<file path="config.mk">
export PLATFORM = sky130hd
export DESIGN_NAME = rfa_ctrl
export DESIGN_NICKNAME = d
export VERILOG_FILES = /design/src/logic/rfa_pkg.sv /design/src/logic/rfa_queue_mem.sv /design/src/logic/rfa_ctrl.sv
export SDC_FILE = /design/constraint.sdc
export NUM_CORES = 2
export LEC_CHECK = 0
export ABC_AREA = 0
export BUFFER_PORTS_ARGS = -buffer_cell sky130_fd_sc_hd__buf_2
export CORE_ASPECT_RATIO = 0.6
export CORE_MARGIN = 3
export CORE_UTILIZATION = 45
export DETAILED_ROUTE_END_ITERATION = 7
export GPL_ROUTABILITY_DRIVEN = 1
export MAX_ROUTING_LAYER = met4
export PLACE_DENSITY_LB_ADDON = 0.1
export SYNTH_ARGS = -nofsm -noshare
export SYNTH_HDL_FRONTEND = slang
export SYNTH_SLANG_ARGS = --single-unit
</file>
<file path="constraint.sdc">
create_clock -name core_clk -period 10.7 [get_ports core_clk]
set_clock_uncertainty 0.2 [all_clocks]
set_input_delay 1.07 -clock core_clk [delete_from_list [all_inputs] [get_ports core_clk]]
set_output_delay 1.07 -clock core_clk [all_outputs]
set_load 0.02 [all_outputs]
</file>
<file path="src/logic/rfa_pkg.sv">
/*
 * constants and carriers for the receive frame accept control block.
 * assumes a 16-bit host register port at byte offset 0x174 and a frame
 * stream from the internal switch port with per-frame verdict flags at end of frame.
 */
package rfa_pkg;
    localparam logic [8:0]  CTRL_ONE_OFFSET  = 9'h174;
    localparam logic [15:0] CTRL_ONE_RESET   = 16'h0800;
    localparam logic [15:0] CTRL_ONE_MASK    = 16'hfff3;
    localparam int          FLUSH_BIT        = 15;
    localparam int          UDP_BIT          = 14;
    localparam int          TCP_BIT          = 13;
    localparam int          IP_BIT           = 12;
    localparam int          UNI_BIT          = 11;
    localparam int          PAUSE_BIT        = 10;
    localparam int          CRC_BIT          = 9;
    localparam int          MULTI_BIT        = 8;
    localparam int          RUN_BIT          = 0;
    localparam int          QADDR_W          = 8;
    localparam logic [7:0]  QADDR_LAST       = 8'hff;
    localparam int          PAUSE_QUANTA_W   = 16;
    // one pause quantum is 512 bit times; at 100 Mb/s that is 5120 ns
    localparam int          QUANTUM_NS       = 5120;
    localparam int          CLK_NS           = 40;
    localparam logic [7:0]  QUANTUM_CYCLES   = 8'(QUANTUM_NS / CLK_NS);

    typedef struct packed {
        logic       sof;
        logic       eof;
        logic [7:0] data;
    } rfa_beat_t;

    typedef struct packed {
        logic is_udp;
        logic udp_bad;
        logic is_tcp;
        logic tcp_bad;
        logic is_ip;
        logic ip_bad;
        logic crc_bad;
        logic is_unicast;
        logic uni_match;
        logic is_multicast;
        logic multi_match;
    } rfa_verdict_t;
endpackage

</file>
<file path="src/logic/rfa_queue_mem.sv">
/*
 * receive queue storage: single write port, registered read port.
 * assumes the controller sweeps every address to erase it on flush.
 */
`timescale 1ns/1ps
module rfa_queue_mem (
    input  wire logic                            core_clk,
    input  wire logic                            wr_en,
    input  wire logic [rfa_pkg::QADDR_W-1:0]     wr_addr,
    input  wire logic [8:0]                      wr_data,
    input  wire logic [rfa_pkg::QADDR_W-1:0]     rd_addr,
    output logic      [8:0]                      rd_data
);
    logic [8:0] mem [0:(1<<rfa_pkg::QADDR_W)-1];

    always_ff @(posedge core_clk) begin
        if (wr_en) begin
            mem[wr_addr] <= wr_data;
        end
    end

    always_ff @(posedge core_clk) begin
        rd_data <= mem[rd_addr];
    end
endmodule

</file>
<file path="src/logic/rfa_ctrl.sv">
/*
 * receive frame accept control: control register, frame admission,
 * queue write pointer, flush sweep and pause honouring.
 * assumes host strobes are synchronous to core_clk and the switch port
 * presents a verdict with each end-of-frame beat.
 */
`timescale 1ns/1ps
module rfa_ctrl (
    input  wire logic                         core_clk,
    input  wire logic                         nrst,
    input  wire logic [8:0]                   reg_addr,
    input  wire logic                         reg_wr,
    input  wire logic                         reg_rd,
    input  wire logic [15:0]                  reg_wdata,
    output logic      [15:0]                  reg_rdata,
    input  wire logic                         in_valid,
    input  wire rfa_pkg::rfa_beat_t           in_beat,
    input  wire rfa_pkg::rfa_verdict_t        in_verdict,
    input  wire logic                         full_duplex,
    input  wire logic                         pause_rx,
    input  wire logic [15:0]                  pause_quanta,
    input  wire logic [rfa_pkg::QADDR_W-1:0]  rd_addr,
    output logic      [8:0]                   rd_data,
    output logic      [rfa_pkg::QADDR_W-1:0]  wr_ptr,
    output logic      [rfa_pkg::QADDR_W-1:0]  commit_ptr,
    output logic                              frame_accepted,
    output logic                              frame_dropped,
    output logic                              tx_hold,
    output logic                              flushing
);
    logic [15:0]                  ctrl_one;
    logic                         in_frame;
    logic                         running;
    logic [rfa_pkg::QADDR_W-1:0]  sweep_addr;
    logic                         sweep_done;
    logic [rfa_pkg::QADDR_W-1:0]  mem_addr;
    logic [8:0]                   mem_data;
    logic                         mem_wr;
    logic [15:0]                  pause_left;
    logic [7:0]                   quantum_cnt;
    logic                         drop_now;
    logic                         store_beat;

    // verdict of a finished frame under the current enables
    function automatic logic frame_rejected(input logic [15:0] c,
                                            input rfa_pkg::rfa_verdict_t v);
        logic r;
        r = 1'b0;
        if (c[rfa_pkg::UDP_BIT] && v.is_udp && v.udp_bad) r = 1'b1;
        if (c[rfa_pkg::TCP_BIT] && v.is_tcp && v.tcp_bad) r = 1'b1;
        if (c[rfa_pkg::IP_BIT] && v.is_ip && v.ip_bad) r = 1'b1;
        if (!c[rfa_pkg::CRC_BIT] && v.crc_bad) r = 1'b1;
        if (v.is_unicast && !(c[rfa_pkg::UNI_BIT] && v.uni_match)) r = 1'b1;
        if (v.is_multicast && !(c[rfa_pkg::MULTI_BIT] && v.multi_match)) r = 1'b1;
        return r;
    endfunction

    wire flush_on = ctrl_one[rfa_pkg::FLUSH_BIT];
    wire hit      = reg_addr == rfa_pkg::CTRL_ONE_OFFSET;

    // control register, reserved bits 3..2 held at zero
    always_ff @(posedge core_clk) begin
        if (!nrst) begin
            ctrl_one <= rfa_pkg::CTRL_ONE_RESET;
        end else if (reg_wr && hit) begin
            ctrl_one <= reg_wdata & rfa_pkg::CTRL_ONE_MASK;
        end
    end

    always_ff @(posedge core_clk) begin
        if (!nrst) begin
            reg_rdata <= 16'h0000;
        end else if (reg_rd) begin
            reg_rdata <= hit ? ctrl_one : 16'h0000;
        end
    end

    // run state changes only between frames
    always_ff @(posedge core_clk) begin
        if (!nrst) begin
            running <= 1'b0;
        end else if (!in_frame && !(in_valid && in_beat.sof)) begin
            running <= ctrl_one[rfa_pkg::RUN_BIT] && !flush_on;
        end else if (!running && in_valid && in_beat.sof) begin
            running <= ctrl_one[rfa_pkg::RUN_BIT] && !flush_on;
        end
    end

    always_ff @(posedge core_clk) begin
        if (!nrst) begin
            in_frame <= 1'b0;
        end else if (in_valid && in_beat.eof) begin
            in_frame <= 1'b0;
        end else if (in_valid && in_beat.sof) begin
            // only a frame whose first beat was stored counts as in progress
            in_frame <= store_beat;
        end
    end

    assign store_beat = in_valid && !flush_on && (in_frame ? running
                        : (in_beat.sof && ctrl_one[rfa_pkg::RUN_BIT]));
    assign drop_now   = store_beat && in_beat.eof && frame_rejected(ctrl_one, in_verdict);

    // write pointer rewinds to last commit on drop, to zero on flush
    always_ff @(posedge core_clk) begin
        if (!nrst || flush_on) begin
            wr_ptr     <= '0;
            commit_ptr <= '0;
        end else if (drop_now) begin
            wr_ptr <= commit_ptr;
        end else if (store_beat) begin
            wr_ptr <= wr_ptr + 1'b1;
            if (in_beat.eof) begin
                commit_ptr <= wr_ptr + 1'b1;
            end
        end
    end

    always_ff @(posedge core_clk) begin
        if (!nrst) begin
            frame_accepted <= 1'b0;
            frame_dropped  <= 1'b0;
        end else begin
            frame_accepted <= store_beat && in_beat.eof && !drop_now;
            frame_dropped  <= drop_now;
        end
    end

    // erase sweep across the whole queue once while flush is held
    always_ff @(posedge core_clk) begin
        if (!nrst || !flush_on) begin
            sweep_addr <= '0;
            flushing   <= 1'b0;
            sweep_done <= 1'b0;
        end else if (!sweep_done) begin
            sweep_addr <= sweep_addr + 1'b1;
            flushing   <= sweep_addr != rfa_pkg::QADDR_LAST;
            sweep_done <= sweep_addr == rfa_pkg::QADDR_LAST;
        end
    end

    assign mem_wr   = (flush_on && !sweep_done) || (store_beat && !drop_now);
    assign mem_addr = flush_on ? sweep_addr : wr_ptr;
    assign mem_data = flush_on ? 9'h000 : {in_beat.eof, in_beat.data};

    rfa_queue_mem u_mem (
        .core_clk (core_clk),
        .wr_en    (mem_wr),
        .wr_addr  (mem_addr),
        .wr_data  (mem_data),
        .rd_addr  (rd_addr),
        .rd_data  (rd_data)
    );

    // pause timer counted in quanta
    always_ff @(posedge core_clk) begin
        if (!nrst || !ctrl_one[rfa_pkg::PAUSE_BIT] || !full_duplex) begin
            pause_left  <= 16'h0000;
            quantum_cnt <= 8'h00;
        end else if (pause_rx) begin
            pause_left  <= pause_quanta;
            quantum_cnt <= 8'h00;
        end else if (pause_left != 16'h0000) begin
            if (quantum_cnt == rfa_pkg::QUANTUM_CYCLES - 8'h01) begin
                quantum_cnt <= 8'h00;
                pause_left  <= pause_left - 16'h0001;
            end else begin
                quantum_cnt <= quantum_cnt + 8'h01;
            end
        end
    end

    always_ff @(posedge core_clk) begin
        if (!nrst) begin
            tx_hold <= 1'b0;
        end else begin
            tx_hold <= ctrl_one[rfa_pkg::PAUSE_BIT] && full_duplex
                       && (pause_rx ? pause_quanta != 16'h0000
                                    : pause_left > 16'h0001
                                      || (pause_left == 16'h0001
                                          && quantum_cnt != rfa_pkg::QUANTUM_CYCLES - 8'h01));
        end
    end

    a_flush_rewinds: assert property (@(posedge core_clk) disable iff (!nrst)
        flush_on |=> wr_ptr == '0 && commit_ptr == '0)
        else $error("flush did not reset pointers");

    a_udp_drop: assert property (@(posedge core_clk) disable iff (!nrst)
        store_beat && in_beat.eof && ctrl_one[rfa_pkg::UDP_BIT] && in_verdict.is_udp
        && in_verdict.udp_bad |=> frame_dropped && !frame_accepted)
        else $error("bad udp frame kept");

    a_tcp_drop: assert property (@(posedge core_clk) disable iff (!nrst)
        store_beat && in_beat.eof && ctrl_one[rfa_pkg::TCP_BIT] && in_verdict.is_tcp
        && in_verdict.tcp_bad |=> frame_dropped)
        else $error("bad tcp frame kept");

    a_ip_drop: assert property (@(posedge core_clk) disable iff (!nrst)
        store_beat && in_beat.eof && ctrl_one[rfa_pkg::IP_BIT] && in_verdict.is_ip
        && in_verdict.ip_bad |=> frame_dropped)
        else $error("bad ip frame kept");

    a_crc_drop: assert property (@(posedge core_clk) disable iff (!nrst)
        store_beat && in_beat.eof && !ctrl_one[rfa_pkg::CRC_BIT] && in_verdict.crc_bad
        |=> frame_dropped && wr_ptr == $past(commit_ptr))
        else $error("crc error frame kept");

    a_uni_filter: assert property (@(posedge core_clk) disable iff (!nrst)
        store_beat && in_beat.eof && in_verdict.is_unicast && !ctrl_one[rfa_pkg::UNI_BIT]
        |=> frame_dropped)
        else $error("unicast passed with filter off");

    a_multi_filter: assert property (@(posedge core_clk) disable iff (!nrst)
        store_beat && in_beat.eof && in_verdict.is_multicast
        && !ctrl_one[rfa_pkg::MULTI_BIT] |=> frame_dropped)
        else $error("multicast passed with filter off");

    a_pause_gate: assert property (@(posedge core_clk) disable iff (!nrst)
        !full_duplex || !ctrl_one[rfa_pkg::PAUSE_BIT] |=> !tx_hold)
        else $error("pause honoured while disabled");

    a_run_frame: assert property (@(posedge core_clk) disable iff (!nrst)
        in_frame && running && !flush_on |=> running || !$past(in_frame))
        else $error("receive stopped mid frame");
endmodule

</file>
==> results.py <==
metrics = {
    "floorplanning": {
        "fp.coreArea_um2": 204000,
        "die_area_um2": 212000,
        "initial_utilization": 0.455,
        "pin_count": 122,
        "chipHeight_um": 358,
        "die_w_um": 592,
        "placementRows": 128,
    },
    "placed_design": {
        "place_congestion": 0.829,
        "portBuffers": 117,
        "dpl-instance-area_um2": 96400,
        "place.detailed.hpwl_um": 148000,
        "place_worst_setup_slack_ns": 5.20,
    },
    "power": {
        "cellPowerDensity_nw_per_um2": 183,
        "power_mw": 18.9,
        "power.static_leakage_nw": 31.9,
        "worst_ir_drop_vdd_uv": 138,
    },
    "clock_network": {
        "cts.sink_count": 2396,
        "cts_hold_repair.buffers": 0,
        "number_of_gates_given_a_new_drive_strength_after_cts": 0,
        "clockRootBuffer": "sky130_fd_sc_hd__clkbuf_16",
        "cts-htree-levels": 4,
        "tritoncts.num_buffers": 221,
        "cts_setup_buffers": 0,
        "clockBufferDepth": 4,
        "path_clk_slew_ns": 0.06,
        "cts_tree": "built",
        "insertion_delay_ns": 0.84,
    },
    "timing": {
        "setup_viol": 0,
        "report.final.slew_viol_count": 0,
        "rel_slew_slack": 0.157,
        "timing.final.ws_setup_ns": 5.95,
        "rsz0062_at_grt": "no",
        "period_minus_slack_ns": 4.75,
        "post-route-period-util": 0.444,
        "final.setup.tns_ns": 0,
        "worstMarginPinSlew_ns": 1.26,
        "fmax_mhz": 210,
        "timing_hold_violations_final": 0,
    },
    "routing": {
        "drt_pre_antenna_iters": 5,
        "post_route_drc_violation_count": 0,
        "routed-via-count": 46798,
        "totalWireLength_um": 245000,
        "ant_nets": 0,
        "drt-vias-per-instance": 6.06,
        "drt_iter0_drc": 5359,
        "post_drt_wl_per_cell_um": 31.7,
    },
    "worst_setup_path": {
        "path_depth": 8,
        "worst_path_dominant_cell_family": "buffers and inverters",
        "timing.critical_path.buf_inv": 3,
        "worst-endpoint-arrival_ns": 5.28,
        "required_ns": 11.23,
        "path_cells": "buf_8 -> buf_4 -> buf_12 -> mux4_2 -> a22oi_1 -> a21oi_1 -> or4_1 -> and4_1",
        "crit_path_max_fanout": 82,
        "r2r_cell_count": 7,
        "startpoint_type": "input pin",
        "worst_setup_path_category": "input pin to flop",
        "critical_path.slowest_cell": "sky130_fd_sc_hd__or4_1",
        "critPathCaptureType": "flop",
        "max_stage_delay_ns": 0.66,
    },
    "logic_synthesis": {
        "synthDominantAreaCellType": "sky130_fd_sc_hd__edfxtp_1",
        "ys_top_cells_by_area": "sky130_fd_sc_hd__edfxtp_1 75%, sky130_fd_sc_hd__mux4_2 12%, sky130_fd_sc_hd__dfxtp_1 2.0%, sky130_fd_sc_hd__mux2i_1 1.7%, sky130_fd_sc_hd__a22oi_1 1.5%",
        "synthesis.area_um2": 92700,
        "ys_types": 75,
        "synth_top_flop_cell": "sky130_fd_sc_hd__edfxtp_1",
        "synthesis.yosys.warnings": 0,
        "synth_seq_cells": 2396,
        "avgSynthCellArea_um2": 19.9,
        "synthArstFlopShare": 0,
        "syn_inst": 4659,
        "synth_edf_count": 2304,
        "share_of_yosys_cell_area_claimed_by_the_top_area_cell_type": 0.746,
        "ys_seq_area_frac": 0.766,
    },
    "outcome": {
        "status": "completed",
    },
    "global_route": {
        "grt_pass1_wl_um": 349000,
        "antenna_found_initial": 22,
        "grt_usage": 0.239,
        "grt_start_max_net_pins": 188,
        "first_global_vias": 45929,
        "grt_overflow_total": 0,
    },
    "layout": {
        "final_core_util": 0.507,
        "flow.area_growth_from_synthesis_pct": 11.4,
        "final_net_count": 4886,
        "share_of_final_layout_standard_cells_stronger_than_drive_strength_1": 0.210,
        "fill_cells": 16314,
        "finalInstanceArea_um2": 103000,
    },
    "worst_hold_path": {
        "hold_class": "input pin to flop",
        "worst_hold_path.num_cells": 3,
    },
    "job": {
        "max_cap_violations": 0,
    },
}
logic make-up (layout without fill, tap and decap cells):
logic type / Yosys count / in the layout / share of synthesized area
DFF: 2396 / 2396 / 0.766
and+or+nand+nor: 668 / 668 / 0.0328
muxes: 661 / 661 / 0.138
AOI/OAI and AO/OA: 592 / 592 / 0.0439
buffers and inverters: 303 / 619 / 0.0158
xor gates and xnor gates: 32 / 32 / 0.00302
adders and majority gates: 6 / 6 / 0.000809
other: 1 / 16 / 0.0000404
worst min-delay path, cell delays in order:
cell and delay (ns):
sky130_fd_sc_hd__buf_2 0.08, sky130_fd_sc_hd__nand2_1 0.04, sky130_fd_sc_hd__nand3_1 0.07
cell usage after synthesis, drive strengths merged, types with 16 or more instances:
library cell and n:
a21oi 146, a221oi 36, a22o 21, a22oi 182
buf 147, clkbuf 139, dfxtp 92, edfxtp 2304
inv 16, mux2i 162, mux4 492, nand2 131
nand2b 28, nand3 62, nor2 319, nor2b 19
nor3 29, o211ai 18, o21ai 66, o221ai 34
o22ai 27, or4 16, xnor2 26
metal layers:
metal,vias to the layer above,track usage,routed length [µm]
met1,24978,0.363,112000
met4,0,0.0457,4360
li1,19564,-,-
met2,1958,0.307,101000
met3,298,0.0857,28200
met5,-,-,0
worst paths after layout:
| kind | slack (ns) | endpoint | from |
|---|---|---|---|
| worst max register to register | 6.03 | u_mem.mem[247][4]$_DFFE_PP_ | in_frame$_SDFFE_PP0P_ |
| worst min register to register | 0.26 | ctrl_one[6]$_SDFFE_PN0P_ | ctrl_one[6]$_SDFFE_PN0P_ |
| worst min-delay path | 0.25 | ctrl_one[11]$_SDFFE_PN1P_ | reg_wdata[11] |
| worst max-delay path | 5.95 | u_mem.rd_data[8]$_DFF_P_ | rd_addr[0] |
sequential cells by signal, summed over array words and instances (netlist names):
name	cells
u_mem.mem	2304
ctrl_one	14
quantum_cnt	8
running	1
commit_ptr	8
u_mem.rd_data	9
reg_rdata	14
sweep_addr	8
flushing	1
sweep_done	1
frame_dropped	1
pause_left	16
wr_ptr	8
frame_accepted	1
in_frame	1
tx_hold	1
final cells by class:
| class | instances | area, µm² | share of cell area |
|---|---|---|---|
| Tap cell | 2730 | 3420 | 0.0331 |
| Clock inverter | 116 | 945 | 0.00915 |
| Multi-Input combinational cell | 1961 | 20500 | 0.198 |
| Clock buffer | 280 | 5910 | 0.0572 |
| Timing Repair Buffer | 206 | 1410 | 0.0137 |
| Antenna cell | 14 | 35.0 | 0.000339 |
| Inverter | 17 | 63.8 | 0.000618 |
| Sequential cell | 2396 | 71000 | 0.688 |
stage by stage:
step / std cells / hold WS (ns)
floorplan: 4660 / 0.237
global placement: 7310 / 0.246
detailed placement: 7310 / 0.249
CTS: 7706 / 0.178
global route: 7716 / 0.221
finish: 7720 / 0.250
report_power, final:
part	internal (mW)	switching (mW)
combinational	0.282	0.599
clock	4.29	3.40
sequential	10.3	0.0113
total	14.8	4.01
placed cells by master, fill, tap and decap left out, types with 66 or more instances in the layout:
master                      synthesis  final
sky130_fd_sc_hd__edfxtp_1        2304   2304
sky130_fd_sc_hd__mux4_2           492    492
sky130_fd_sc_hd__nor2_1           319    317
sky130_fd_sc_hd__clkbuf_16          0    227
sky130_fd_sc_hd__a22oi_1          182    182
sky130_fd_sc_hd__mux2i_1          162    162
sky130_fd_sc_hd__a21oi_1          146    146
sky130_fd_sc_hd__nand2_1          131    131
sky130_fd_sc_hd__buf_2             88    114
sky130_fd_sc_hd__dfxtp_1           92     91
sky130_fd_sc_hd__buf_4             29     79
sky130_fd_sc_hd__o21ai_0           66     66
No activity file was read; power rests on OpenSTA's default activity.
